`src/iep_defs.svh`:
```
`ifndef IEP_DEFS_SVH
`define IEP_DEFS_SVH

// Register indices; byte offset is index times four
`define IEP_IDX_EN1      4'h0
`define IEP_IDX_EN3      4'h1
`define IEP_IDX_EN4      4'h2
`define IEP_IDX_PRI0     4'h3
`define IEP_IDX_PRI1     4'h4
`define IEP_IDX_PRI2     4'h5
`define IEP_IDX_PRI3     4'h6
`define IEP_IDX_PRI4     4'h7
`define IEP_IDX_MASK     4'h8
`define IEP_IDX_STATUS   4'h9
`define IEP_IDX_PRESENT  4'hA
`define IEP_NUM_RW       9
`define IEP_NUM_SRC      13

// Implemented-bit masks
`define IEP_MASK_EN1     16'h20DB
`define IEP_MASK_EN3     16'h8600
`define IEP_MASK_EN4     16'h0602
`define IEP_MASK_PRI0    16'h7777
`define IEP_MASK_PRI1    16'h7770
`define IEP_MASK_PRI2    16'h7777
`define IEP_MASK_PRI3    16'h0077
`define IEP_MASK_PRI4    16'h7077
`define IEP_MASK_SRC     16'h1FFF

// Reset values: every priority field at level 4
`define IEP_RST_PRI0     16'h4444
`define IEP_RST_PRI1     16'h4440
`define IEP_RST_PRI2     16'h4444
`define IEP_RST_PRI3     16'h0044
`define IEP_RST_PRI4     16'h4044
`define IEP_RST_ZERO     16'h0000

// Enable bit positions
`define IEP_EN1_EXT2     13
`define IEP_EN1_CAP8     7
`define IEP_EN1_CAP7     6
`define IEP_EN1_EXT1     4
`define IEP_EN1_CN       3
`define IEP_EN1_I2CM     1
`define IEP_EN1_I2CS     0
`define IEP_EN3_PWMAFLT  15
`define IEP_EN3_QEI      10
`define IEP_EN3_PWMAERR  9
`define IEP_EN4_PWMBFLT  10
`define IEP_EN4_PWMBERR  9
`define IEP_EN4_UARTERR  1

// Priority field lsb positions in priority register four
`define IEP_PRI4_CN      12
`define IEP_PRI4_I2CM    4
`define IEP_PRI4_I2CS    0

// Source indices; only CN, I2CM and I2CS have a local priority field
`define IEP_SRC_CN       2
`define IEP_SRC_I2CM     1
`define IEP_SRC_I2CS     0
`define IEP_SRC_PWMBFLT  12
`define IEP_SRC_PWMAFLT  9
`define IEP_SRC_EXT2     6

`endif

```
`src/iep_pkg.sv`:
```
package iep_pkg;
  typedef logic [15:0] iep_word_t;
  typedef logic [2:0]  iep_prio_t;
  typedef logic [3:0]  iep_idx_t;
endpackage : iep_pkg

```
`src/iep_irq_enable_priority_bank.sv`:
```
// Local design decisions: the Wishbone interface to the registers and the register offsets.
`timescale 1ns/100ps
`include "iep_defs.svh"
module iep_irq_enable_priority_bank (
  input  wire logic                  core_clk,
  input  wire logic                  rst,
  input  wire logic                  ce,
  input  wire logic                  wbCycI,
  input  wire logic                  wbStbI,
  input  wire logic                  wbWeI,
  input  wire logic [7:0]            wbAdrI,
  input  wire logic [3:0]            wbSelI,
  input  wire logic [31:0]           wbDatI,
  output logic      [31:0]           wbDatO,
  output logic                       wbAckO,
  input  wire logic [12:0]           srcReq,
  output logic      [12:0]           srcPresent,
  output logic      [79:0]           prioWords,
  output logic                       irqOut
);

  iep_pkg::iep_word_t regs_reg [0:`IEP_NUM_RW-1];
  logic [12:0]        status_reg;
  logic [12:0]        present_reg;
  logic [31:0]        rdat_reg;
  logic               ack_reg;
  logic               irq_reg;
  logic               take;
  iep_pkg::iep_idx_t  idx;
  iep_pkg::iep_word_t lane;
  logic [12:0]        enVec;
  logic [12:0]        prioOk;
  logic [12:0]        present_next;
  logic [12:0]        status_next;
  logic               statusRead;

  function automatic iep_pkg::iep_word_t regMask(input iep_pkg::iep_idx_t i);
    case (i)
      `IEP_IDX_EN1:  regMask = `IEP_MASK_EN1;
      `IEP_IDX_EN3:  regMask = `IEP_MASK_EN3;
      `IEP_IDX_EN4:  regMask = `IEP_MASK_EN4;
      `IEP_IDX_PRI0: regMask = `IEP_MASK_PRI0;
      `IEP_IDX_PRI1: regMask = `IEP_MASK_PRI1;
      `IEP_IDX_PRI2: regMask = `IEP_MASK_PRI2;
      `IEP_IDX_PRI3: regMask = `IEP_MASK_PRI3;
      `IEP_IDX_PRI4: regMask = `IEP_MASK_PRI4;
      `IEP_IDX_MASK: regMask = `IEP_MASK_SRC;
      default:       regMask = `IEP_RST_ZERO;
    endcase
  endfunction : regMask

  function automatic iep_pkg::iep_word_t regReset(input iep_pkg::iep_idx_t i);
    case (i)
      `IEP_IDX_PRI0: regReset = `IEP_RST_PRI0;
      `IEP_IDX_PRI1: regReset = `IEP_RST_PRI1;
      `IEP_IDX_PRI2: regReset = `IEP_RST_PRI2;
      `IEP_IDX_PRI3: regReset = `IEP_RST_PRI3;
      `IEP_IDX_PRI4: regReset = `IEP_RST_PRI4;
      default:       regReset = `IEP_RST_ZERO;
    endcase
  endfunction : regReset

  function automatic logic prioLive(input iep_pkg::iep_prio_t p);
    prioLive = (p != 3'h0);
  endfunction : prioLive

  assign take       = wbCycI & wbStbI & ~ack_reg;
  assign idx        = wbAdrI[5:2];
  assign lane       = {{8{wbSelI[1]}}, {8{wbSelI[0]}}};
  assign statusRead = ce & take & ~wbWeI & (wbAdrI[7:6] == 2'h0) & (idx == `IEP_IDX_STATUS);

  // Flat source order used by status, mask and present
  always_comb begin
    enVec = {regs_reg[`IEP_IDX_EN4][`IEP_EN4_PWMBFLT],
             regs_reg[`IEP_IDX_EN4][`IEP_EN4_PWMBERR],
             regs_reg[`IEP_IDX_EN4][`IEP_EN4_UARTERR],
             regs_reg[`IEP_IDX_EN3][`IEP_EN3_PWMAFLT],
             regs_reg[`IEP_IDX_EN3][`IEP_EN3_QEI],
             regs_reg[`IEP_IDX_EN3][`IEP_EN3_PWMAERR],
             regs_reg[`IEP_IDX_EN1][`IEP_EN1_EXT2],
             regs_reg[`IEP_IDX_EN1][`IEP_EN1_CAP8],
             regs_reg[`IEP_IDX_EN1][`IEP_EN1_CAP7],
             regs_reg[`IEP_IDX_EN1][`IEP_EN1_EXT1],
             regs_reg[`IEP_IDX_EN1][`IEP_EN1_CN],
             regs_reg[`IEP_IDX_EN1][`IEP_EN1_I2CM],
             regs_reg[`IEP_IDX_EN1][`IEP_EN1_I2CS]};
  end

  // Sources whose priority lives elsewhere are passed on the enable alone
  always_comb begin
    prioOk = '1;
    prioOk[`IEP_SRC_CN]   = prioLive(regs_reg[`IEP_IDX_PRI4][`IEP_PRI4_CN +: 3]);
    prioOk[`IEP_SRC_I2CM] = prioLive(regs_reg[`IEP_IDX_PRI4][`IEP_PRI4_I2CM +: 3]);
    prioOk[`IEP_SRC_I2CS] = prioLive(regs_reg[`IEP_IDX_PRI4][`IEP_PRI4_I2CS +: 3]);
  end

  assign present_next = status_reg & enVec & prioOk;

  // Set wins over the read-clear so a request in the read cycle survives
  always_comb begin
    status_next = status_reg;
    if (statusRead) begin
      status_next = '0;
    end
    status_next = status_next | srcReq;
  end

  always_ff @(posedge core_clk) begin
    if (rst) begin
      for (int i = 0; i < `IEP_NUM_RW; i++) begin
        regs_reg[i] <= regReset(iep_pkg::iep_idx_t'(i));
      end
    end else if (ce && take && wbWeI && wbAdrI[7:6] == 2'h0 && idx <= `IEP_IDX_MASK) begin
      // Masked store keeps unassigned bits at zero; status and present are not storage
      regs_reg[idx] <= ((regs_reg[idx] & ~lane) | (wbDatI[15:0] & lane))
                       & regMask(idx);
    end
  end

  always_ff @(posedge core_clk) begin
    if (rst) begin
      status_reg <= '0;
    end else if (ce) begin
      status_reg <= status_next;
    end
  end

  always_ff @(posedge core_clk) begin
    if (rst) begin
      present_reg <= '0;
      irq_reg     <= 1'b0;
    end else if (ce) begin
      present_reg <= present_next;
      irq_reg     <= |(status_next & regs_reg[`IEP_IDX_MASK][12:0]);
    end
  end

  // One wait state: ack follows the request edge and drops the next cycle
  always_ff @(posedge core_clk) begin
    if (rst) begin
      ack_reg  <= 1'b0;
      rdat_reg <= '0;
    end else if (ce) begin
      ack_reg <= take;
      if (take && !wbWeI) begin
        rdat_reg <= '0;
        if (wbAdrI[7:6] == 2'h0) begin
          if (idx <= `IEP_IDX_MASK) begin
            rdat_reg[15:0] <= regs_reg[idx];
          end else if (idx == `IEP_IDX_STATUS) begin
            rdat_reg[12:0] <= status_reg;
          end else if (idx == `IEP_IDX_PRESENT) begin
            rdat_reg[12:0] <= present_reg;
          end
        end
      end
    end
  end

  assign wbAckO     = ack_reg;
  assign wbDatO     = rdat_reg;
  assign srcPresent = present_reg;
  assign irqOut     = irq_reg;
  // Field layouts fixed by the masks above
  assign prioWords  = {regs_reg[`IEP_IDX_PRI4], regs_reg[`IEP_IDX_PRI3],
                       regs_reg[`IEP_IDX_PRI2], regs_reg[`IEP_IDX_PRI1],
                       regs_reg[`IEP_IDX_PRI0]};
endmodule : iep_irq_enable_priority_bank

```
`config.mk`:
```
export PLATFORM = sky130hd
export DESIGN_NAME = iep_irq_enable_priority_bank
export DESIGN_NICKNAME = d
export VERILOG_FILES = /design/src/iep_pkg.sv /design/src/iep_irq_enable_priority_bank.sv
export VERILOG_INCLUDE_DIRS = /design/src
export SDC_FILE = /design/constraint.sdc
export NUM_CORES = 1
export LEC_CHECK = 0
export BUFFER_PORTS_ARGS = -buffer_cell sky130_fd_sc_hd__buf_2
export CORE_ASPECT_RATIO = 0.9
export CORE_MARGIN = 5
export CORE_UTILIZATION = 45
export DETAILED_ROUTE_END_ITERATION = 10
export GPL_ROUTABILITY_DRIVEN = 0
export PLACE_DENSITY = 0.65
export SETUP_SLACK_MARGIN = 0.2
export SLEW_MARGIN = 20
export SYNTH_ARGS = -nofsm -noshare
export SYNTH_HDL_FRONTEND = slang
export SYNTH_SLANG_ARGS = --single-unit
```
`constraint.sdc`:
```
create_clock -name core_clk -period 11.34 [get_ports core_clk]
set_input_delay 2.268 -clock core_clk [delete_from_list [all_inputs] [get_ports core_clk]]
set_output_delay 2.268 -clock core_clk [all_outputs]
set_load 0.02 [all_outputs]
```
==> impl_metrics.csv, run 1 <==
group,metric,value,unit
run_status,outcome,"finished clean",
final_layout,postLayoutCellArea,14880,um^2
power,cellPowerDensity,158.7,nW/um^2
critical_path,r2r_cells,5,
die,fp.dieW,187.4,um
global_route,groute.usage.overall,22.36,%
route,wl,36440,um
critical_path,cp_data_required_time,11.50,ns
synthesis,synth_top_cell_area_share,56.52,%
cts,cts_sinks,284,
cts,ctsHtreeMaxLevel,1,
synthesis,synth_async_sr_flop_share,0,%
sta,final_critical_path_setup_slack,5.955,ns
die,die_area,31810,um^2
placed_design,numPlacedInstances,1417,
placed_design,hpwl,24920,um
critical_path,start_kind,"input pin",
placed_design,detailedPlace.worstSlack,5.394,ns
synthesis,mappedNetlistArea,12750,um^2
synthesis,postSynthRegisterBits,284,
route,routedLengthMet1,15020,um
power,power.combinational.fraction,8.8,%
power,cellLeakagePower,5.606,nW
die,die-height,169.7,um
power,report.power.total,2.362,mW
final_layout,areaGrowthSynthToFinish,16.73,%
route,met3_length,4120,um
critical_path,critical_path_peak_fanout,53,
route,route.vias.total,8507,
final_layout,layout.core_utilization,53.27,%
route,detail_route.wl_per_cell,24.72,um
cts,quantity_of_hold_fixing_buffers_added_after_cts,0,
synthesis,synth.avg_cell_area,14.46,um^2
critical_path,critPathMaxStageDelay,0.94,ns
cts,cts_root_buffer,"clkbuf_16",
synthesis,sequential_cell_area_fraction_in_the_yosys_report,63.43,%
placed_design,placed_area,13920,um^2
route,drc_errors,0,
synthesis,post_synth_inst_count,882,
die,io_pins,190,
cts,cts-buffers-inserted,30,
sta,setup_tns,0,ns
sta,clock.fmax,185.7,MHz
critical_path,critical_path.endpoint_type,"flop",
critical_path,cell_chain_of_the_critical_path,"buf_2, buf_4, nor4b_1, nand2_1, nor3b_2, nand2_1, nand2b_1",
die,site_rows,58,
route,route.antenna.remaining_nets,0,
global_route,grt_pass1_wl,53300,um
critical_path,worstSetupPathDepth,7,
cts,clk-insertion-delay-late,0.55,ns
global_route,grt_max_degree,54,
sta,max-slew-margin-rel,22.79,%
final_layout,num-nets-final,1159,
die,initial_standard_cell_utilization_of_the_core,45.64,%
global_route,first_global_vias,8262,
route,dr.first_iter.drc_count,987,
power,power.net_switching,0.5545,mW
final_layout,drive_above_1_share,25.97,%
placed_design,port-buffer-count,153,
critical_path,crit_path_dat,5.55,ns
route,detail_route.vias_per_cell,5.771,
critical_path,worst_path_max_delay_cell,"nand2b_1",
synthesis,synth_edf_count,240,
power,clockPowerShare,40.7,%
die,placeableCoreArea,27940,um^2
cts,tritoncts,"yes",
sta,finalHoldViolations,0,
synthesis,synthTopCellsByArea,"edfxtp_1 (57%), mux4_2 (8.5%), dfxtp_1 (6.9%)",
job,timing.max_cap.violations,0,
synthesis,synthDistinctLibCells,72,
sta,setup_viol,0,
power,vdd_ir_drop_max,0.1126,mV
hold_path,timing.hold.worst_path_depth,2,
cts,clock_transition_time_at_the_flip_flop_clock_pins_of_the_worst_setup_and_hold_paths,0.06,ns
hold_path,holdPathEnd,"wbDatO[11]$_SDFFE_PP0P_",
final_layout,mostFrequentLayoutCell,"edfxtp_1",
sta,max_slew.worst_pin.slew,1.155,ns
cts,cts-resized-gates,0,
cts,cts_setup_buffers,0,
route,maxUsedRoutingLayer,"met4",
global_route,global_route.overflow_total,0,
global_route,antenna_found_initial,1,
final_layout,layout_common_cells,"edfxtp_1 (240), buf_2 (152), nor2_1 (132)",
synthesis,dominantRegCellSynth,"edfxtp_1",
sta,final.hold.worst_slack,0.4486,ns
critical_path,timing.setup.critical_path_class,"input pin to flop",
power,seq_power_share,50.5,%
critical_path,critical_path.n_buffers_inverters,2,
power,p_int,1.807,mW
sta,fraction_of_the_cycle_the_final_worst_path_needs,47.49,%
synthesis,synthesis.yosys.warnings,0,
sta,final_period_minus_worst_setup_slack,5.385,ns
sta,finalClockSkew,0.01409,ns
route,route.met2.wl,16480,um
critical_path,critical_path.top_delay_family,"simple AND/OR/NAND/NOR gates",
critical_path,r2r_end,"regs_reg[5][0]$_SDFFCE_PN0P_",
hold_path,timing.hold.worst.class,"flop to flop",
critical_path,rrSetupSlack,7.98,ns
cts,cts_buffer_depth,3,
route,drt_first_pass_iters,5,
final_layout,instances_no_fill,1474,
final_layout,largest_register_ffs,240,
power,power.share.switching,23.48,%
hold_path,hp-start,"wbDatO[11]$_SDFFE_PP0P_",
synthesis,yosys.area.top_type,"edfxtp_1",
sta,report.final.slew_viol_count,0,
critical_path,critical_path.reg2reg.startpoint,"wbAckO$_SDFFE_PP0P_",
critical_path,crit_top_cell,"nand2_1",
sta,rsz0062_at_grt,"false",
==> worst max path at each step <==
stage	end	slack [ns]	start
2_1_floorplan	regs_reg[9][0]$_DFFE_PP_	6.13	wbAdrI[3]
3_3_place_gp	regs_reg[5][8]$_SDFFCE_PN0P_	5.41	rst
3_5_place_dp	regs_reg[5][8]$_SDFFCE_PN0P_	5.39	rst
4_1_cts	regs_reg[5][5]$_SDFFCE_PN0P_	5.95	ce
5_1_grt	regs_reg[5][0]$_SDFFCE_PN0P_	5.78	ce
6_report	regs_reg[5][0]$_SDFFCE_PN0P_	5.96	rst
==> power groups by stage <==
stage | Sequential, mW | Combinational, mW | Clock, mW
final | 1.19 | 0.209 | 0.961
after floorplan | 1.22 | 0.131 | 0
after detailed placement | 1.21 | 0.207 | 0
after CTS | 1.19 | 0.208 | 0.972
after global routing | 1.20 | 0.224 | 1.02
after global placement | 1.21 | 0.205 | 0
==> routing by layer <==
layer	up-vias	GRT usage, %
li1	3697	-
met1	4282	31.74
met2	475	34.51
met3	53	6.397
met4	0	5.648
met5	-	0
==> Yosys cell counts, types with 11 or more instances <==
master / number
edfxtp_1: 240
inv_1: 17
mux4_2: 48
mux2i_1: 24
mux4_1: 18
nand2_1: 48
a22oi_1: 11
nand3_1: 16
dfxtp_1: 44
clkbuf_1: 28
buf_2: 17
o21ai_0: 12
nand2b_1: 24
buf_4: 20
nor2_2: 13
a21oi_1: 31
nor2_1: 132
a221oi_1: 13
==> cells by family after synthesis <==
group | after synthesis | synth area share, %
adders and majority gates | 7 | 0.6868
other | 1 | 0.02941
AOI/OAI and AO/OA | 120 | 6.918
muxes | 94 | 14.42
and+or+nand+nor | 276 | 10.12
buffers and inverters | 100 | 4.396
DFF | 284 | 63.43
==> layout make-up <==
| cell class | count | area (um^2) |
|---|---|---|
| Tap cell | 360 | 450.4 |
| Sequential cell | 284 | 8088 |
| Clock buffer | 34 | 787.0 |
| Timing Repair Buffer | 166 | 865.8 |
| Fill cell | 2349 | 13060 |
| Antenna cell | 1 | 2.502 |
| Clock inverter | 22 | 178.9 |
| Multi-Input combinational cell | 584 | 4425 |
| Inverter | 23 | 86.33 |
==> worst reg2reg max path, cell delays in order (launching register included) <==
cell	delay [ns]
dfxtp_1	0.33
and4b_1	0.36
nand2_1	0.25
nor3b_2	0.51
nand2_1	0.55
nand2b_1	0.94
(Power assumes the default switching activity.)
==> inputs of run 2 (changes only) <==
clock period = 5.4 ns   (was 11.34 ns; I/O delays follow)
==> run 2 against run 1 <==
Clock skew grew 0.0062 ns. Total power is 110% higher. Largest cell class unchanged. Die area unchanged. Global-route usage increased by 0.40 points. Final area up 1.1%. Setup slack got worse by 4.1 ns. Routed wire length rose by 1.3%. Register-to-register slack got worse by 5.5 ns. Sequential power increased by 110%. Non-clock buffer count up 18. Flip-flop and latch count unchanged. Combinational power rose by 110%.
==> impl_metrics.csv, run 2 (synthesized netlist as in run 1, its figures left out) <==
group,metric,value,unit
power,cellPowerDensity,327.8,nW/um^2
sta,setup_tns,0,ns
critical_path,critical_path_peak_fanout,32,
die,fp.dieW,187.4,um
placed_design,hpwl,25300,um
hold_path,timing.hold.worst_path_depth,2,
cts,quantity_of_hold_fixing_buffers_added_after_cts,0,
cts,cts-resized-gates,0,
route,detail_route.wl_per_cell,24.78,um
sta,final_critical_path_setup_slack,1.819,ns
route,wl,36930,um
critical_path,start_kind,"input pin",
critical_path,critPathMaxStageDelay,0.60,ns
sta,setup_viol,0,
sta,fraction_of_the_cycle_the_final_worst_path_needs,66.32,%
final_layout,mostFrequentLayoutCell,"edfxtp_1",
critical_path,worst_path_max_delay_cell,"nand2b_1",
final_layout,num-nets-final,1177,
final_layout,areaGrowthSynthToFinish,17.99,%
route,route.antenna.remaining_nets,0,
final_layout,drive_above_1_share,27.26,%
critical_path,r2r_cells,6,
global_route,groute.usage.overall,22.76,%
global_route,first_global_vias,8374,
sta,report.final.slew_viol_count,0,
die,die_area,31810,um^2
die,placeableCoreArea,27940,um^2
critical_path,cp_data_required_time,5.65,ns
power,cellLeakagePower,5.687,nW
global_route,grt_max_degree,66,
cts,clock_transition_time_at_the_flip_flop_clock_pins_of_the_worst_setup_and_hold_paths,0.06,ns
sta,finalClockSkew,0.02033,ns
hold_path,timing.hold.worst.class,"flop to flop",
cts,cts_root_buffer,"clkbuf_16",
sta,max_slew.worst_pin.slew,0.8348,ns
cts,cts_setup_buffers,0,
global_route,grt_pass1_wl,54150,um
cts,cts_sinks,284,
die,io_pins,190,
critical_path,critical_path.endpoint_type,"flop",
power,vdd_ir_drop_max,0.2468,mV
sta,rsz0062_at_grt,"false",
route,dr.first_iter.drc_count,1004,
die,die-height,169.7,um
cts,clk-insertion-delay-late,0.55,ns
final_layout,num-fill-cells,2371,
cts,ctsHtreeMaxLevel,1,
sta,final_period_minus_worst_setup_slack,3.581,ns
placed_design,detailedPlace.worstSlack,1.284,ns
cts,cts_buffer_depth,3,
global_route,antenna_found_initial,1,
global_route,global_route.overflow_total,0,
sta,max-slew-margin-rel,44.35,%
route,drt_first_pass_iters,5,
final_layout,num_antenna_cells,0,
final_layout,layout_common_cells,"edfxtp_1 (240), buf_2 (152), nor2_1 (132)",
critical_path,crit_path_dat,3.83,ns
critical_path,timing.setup.critical_path_class,"input pin to flop",
run_status,outcome,"finished clean",
sta,clock.fmax,279.2,MHz
sta,finalHoldViolations,0,
die,initial_standard_cell_utilization_of_the_core,45.64,%
route,detail_route.vias_per_cell,5.797,
route,drc_errors,0,
cts,cts-buffers-inserted,30,
job,timing.max_cap.violations,0,
placed_design,port-buffer-count,153,
die,site_rows,58,
cts,tritoncts,"yes",
final_layout,largest_register_ffs,240,
route,route.vias.total,8637,
critical_path,cell_chain_of_the_critical_path,"buf_4, inv_1, ha_1, nor2b_1, nand2b_1, nand2_1, nor2_1, buf_12",
## run 2: cell count changes in the layout (fill, tap and decap cells not counted), sizes merged
cell | previous run | this run
buf | 166 | 184
bufinv | 3 | 2
clkbuf | 34 | 36
clkinv | 17 | 13
clkinvlp | 3 | 5
diode | 1 | 0
## run 2: area by class of cell
cell class                 count  area [um^2]  share of cell area (%)
timing repair buffer         184         1051                   6.986
multi-input combinational    584         4425                   29.42
clock inverter                19        148.9                  0.9897
clock buffer                  36        794.5                   5.281
tap                          360        450.4                   2.994
sequential                   284         8088                   53.76
inverter                      23        86.33                  0.5739
## run 2: worst paths after layout
check	from	to	slack [ns]
worst max-delay path	wbAdrI[2]	regs_reg[9][8]$_DFFE_PP_	1.82
worst min register to register	wbDatO[4]$_SDFFE_PP0P_	wbDatO[4]$_SDFFE_PP0P_	0.45
worst min-delay path	wbDatO[4]$_SDFFE_PP0P_	wbDatO[4]$_SDFFE_PP0P_	0.45
worst max register to register	wbAckO$_SDFFE_PP0P_	regs_reg[7][4]$_SDFFCE_PN0P_	2.53
## run 2: layer usage
layer  vias up  track usage [%]  wire (um)
li1       3733                -          -
met1      4276            32.93      14950
met2       568            35.00      16690
met3        58            6.129       4501
met4         2            5.169        781
met5         -                0          7
## run 2: report_power, final
| group | internal (mW) | switching (mW) |
|---|---|---|
| Sequential | 2.46 | 0.0429 |
| Combinational | 0.160 | 0.289 |
| Clock | 1.14 | 0.841 |
| Total | 3.76 | 1.17 |
## run 2: worst max-delay path, delay by kind of cell
kind                       cells  cell delay [ns]
buffers and inverters          3             0.76
and+or+nand+nor                4             1.67
adders and majority gates      1             0.27
## run 2: stage by stage
step                      util [%]  hold slack, ns  std cells  area [um^2]  power (mW)
after floorplan                  -          0.4776        968        13070       2.842
after global placement       50.47          0.4365       1435        14100       2.984
after detailed placement     50.47          0.4444       1435        14100       2.992
after CTS                    53.85          0.4525       1490        15040       4.950
after global routing         53.85          0.4691       1490        15040       5.093
final                        53.85          0.4499       1490        15040       4.932
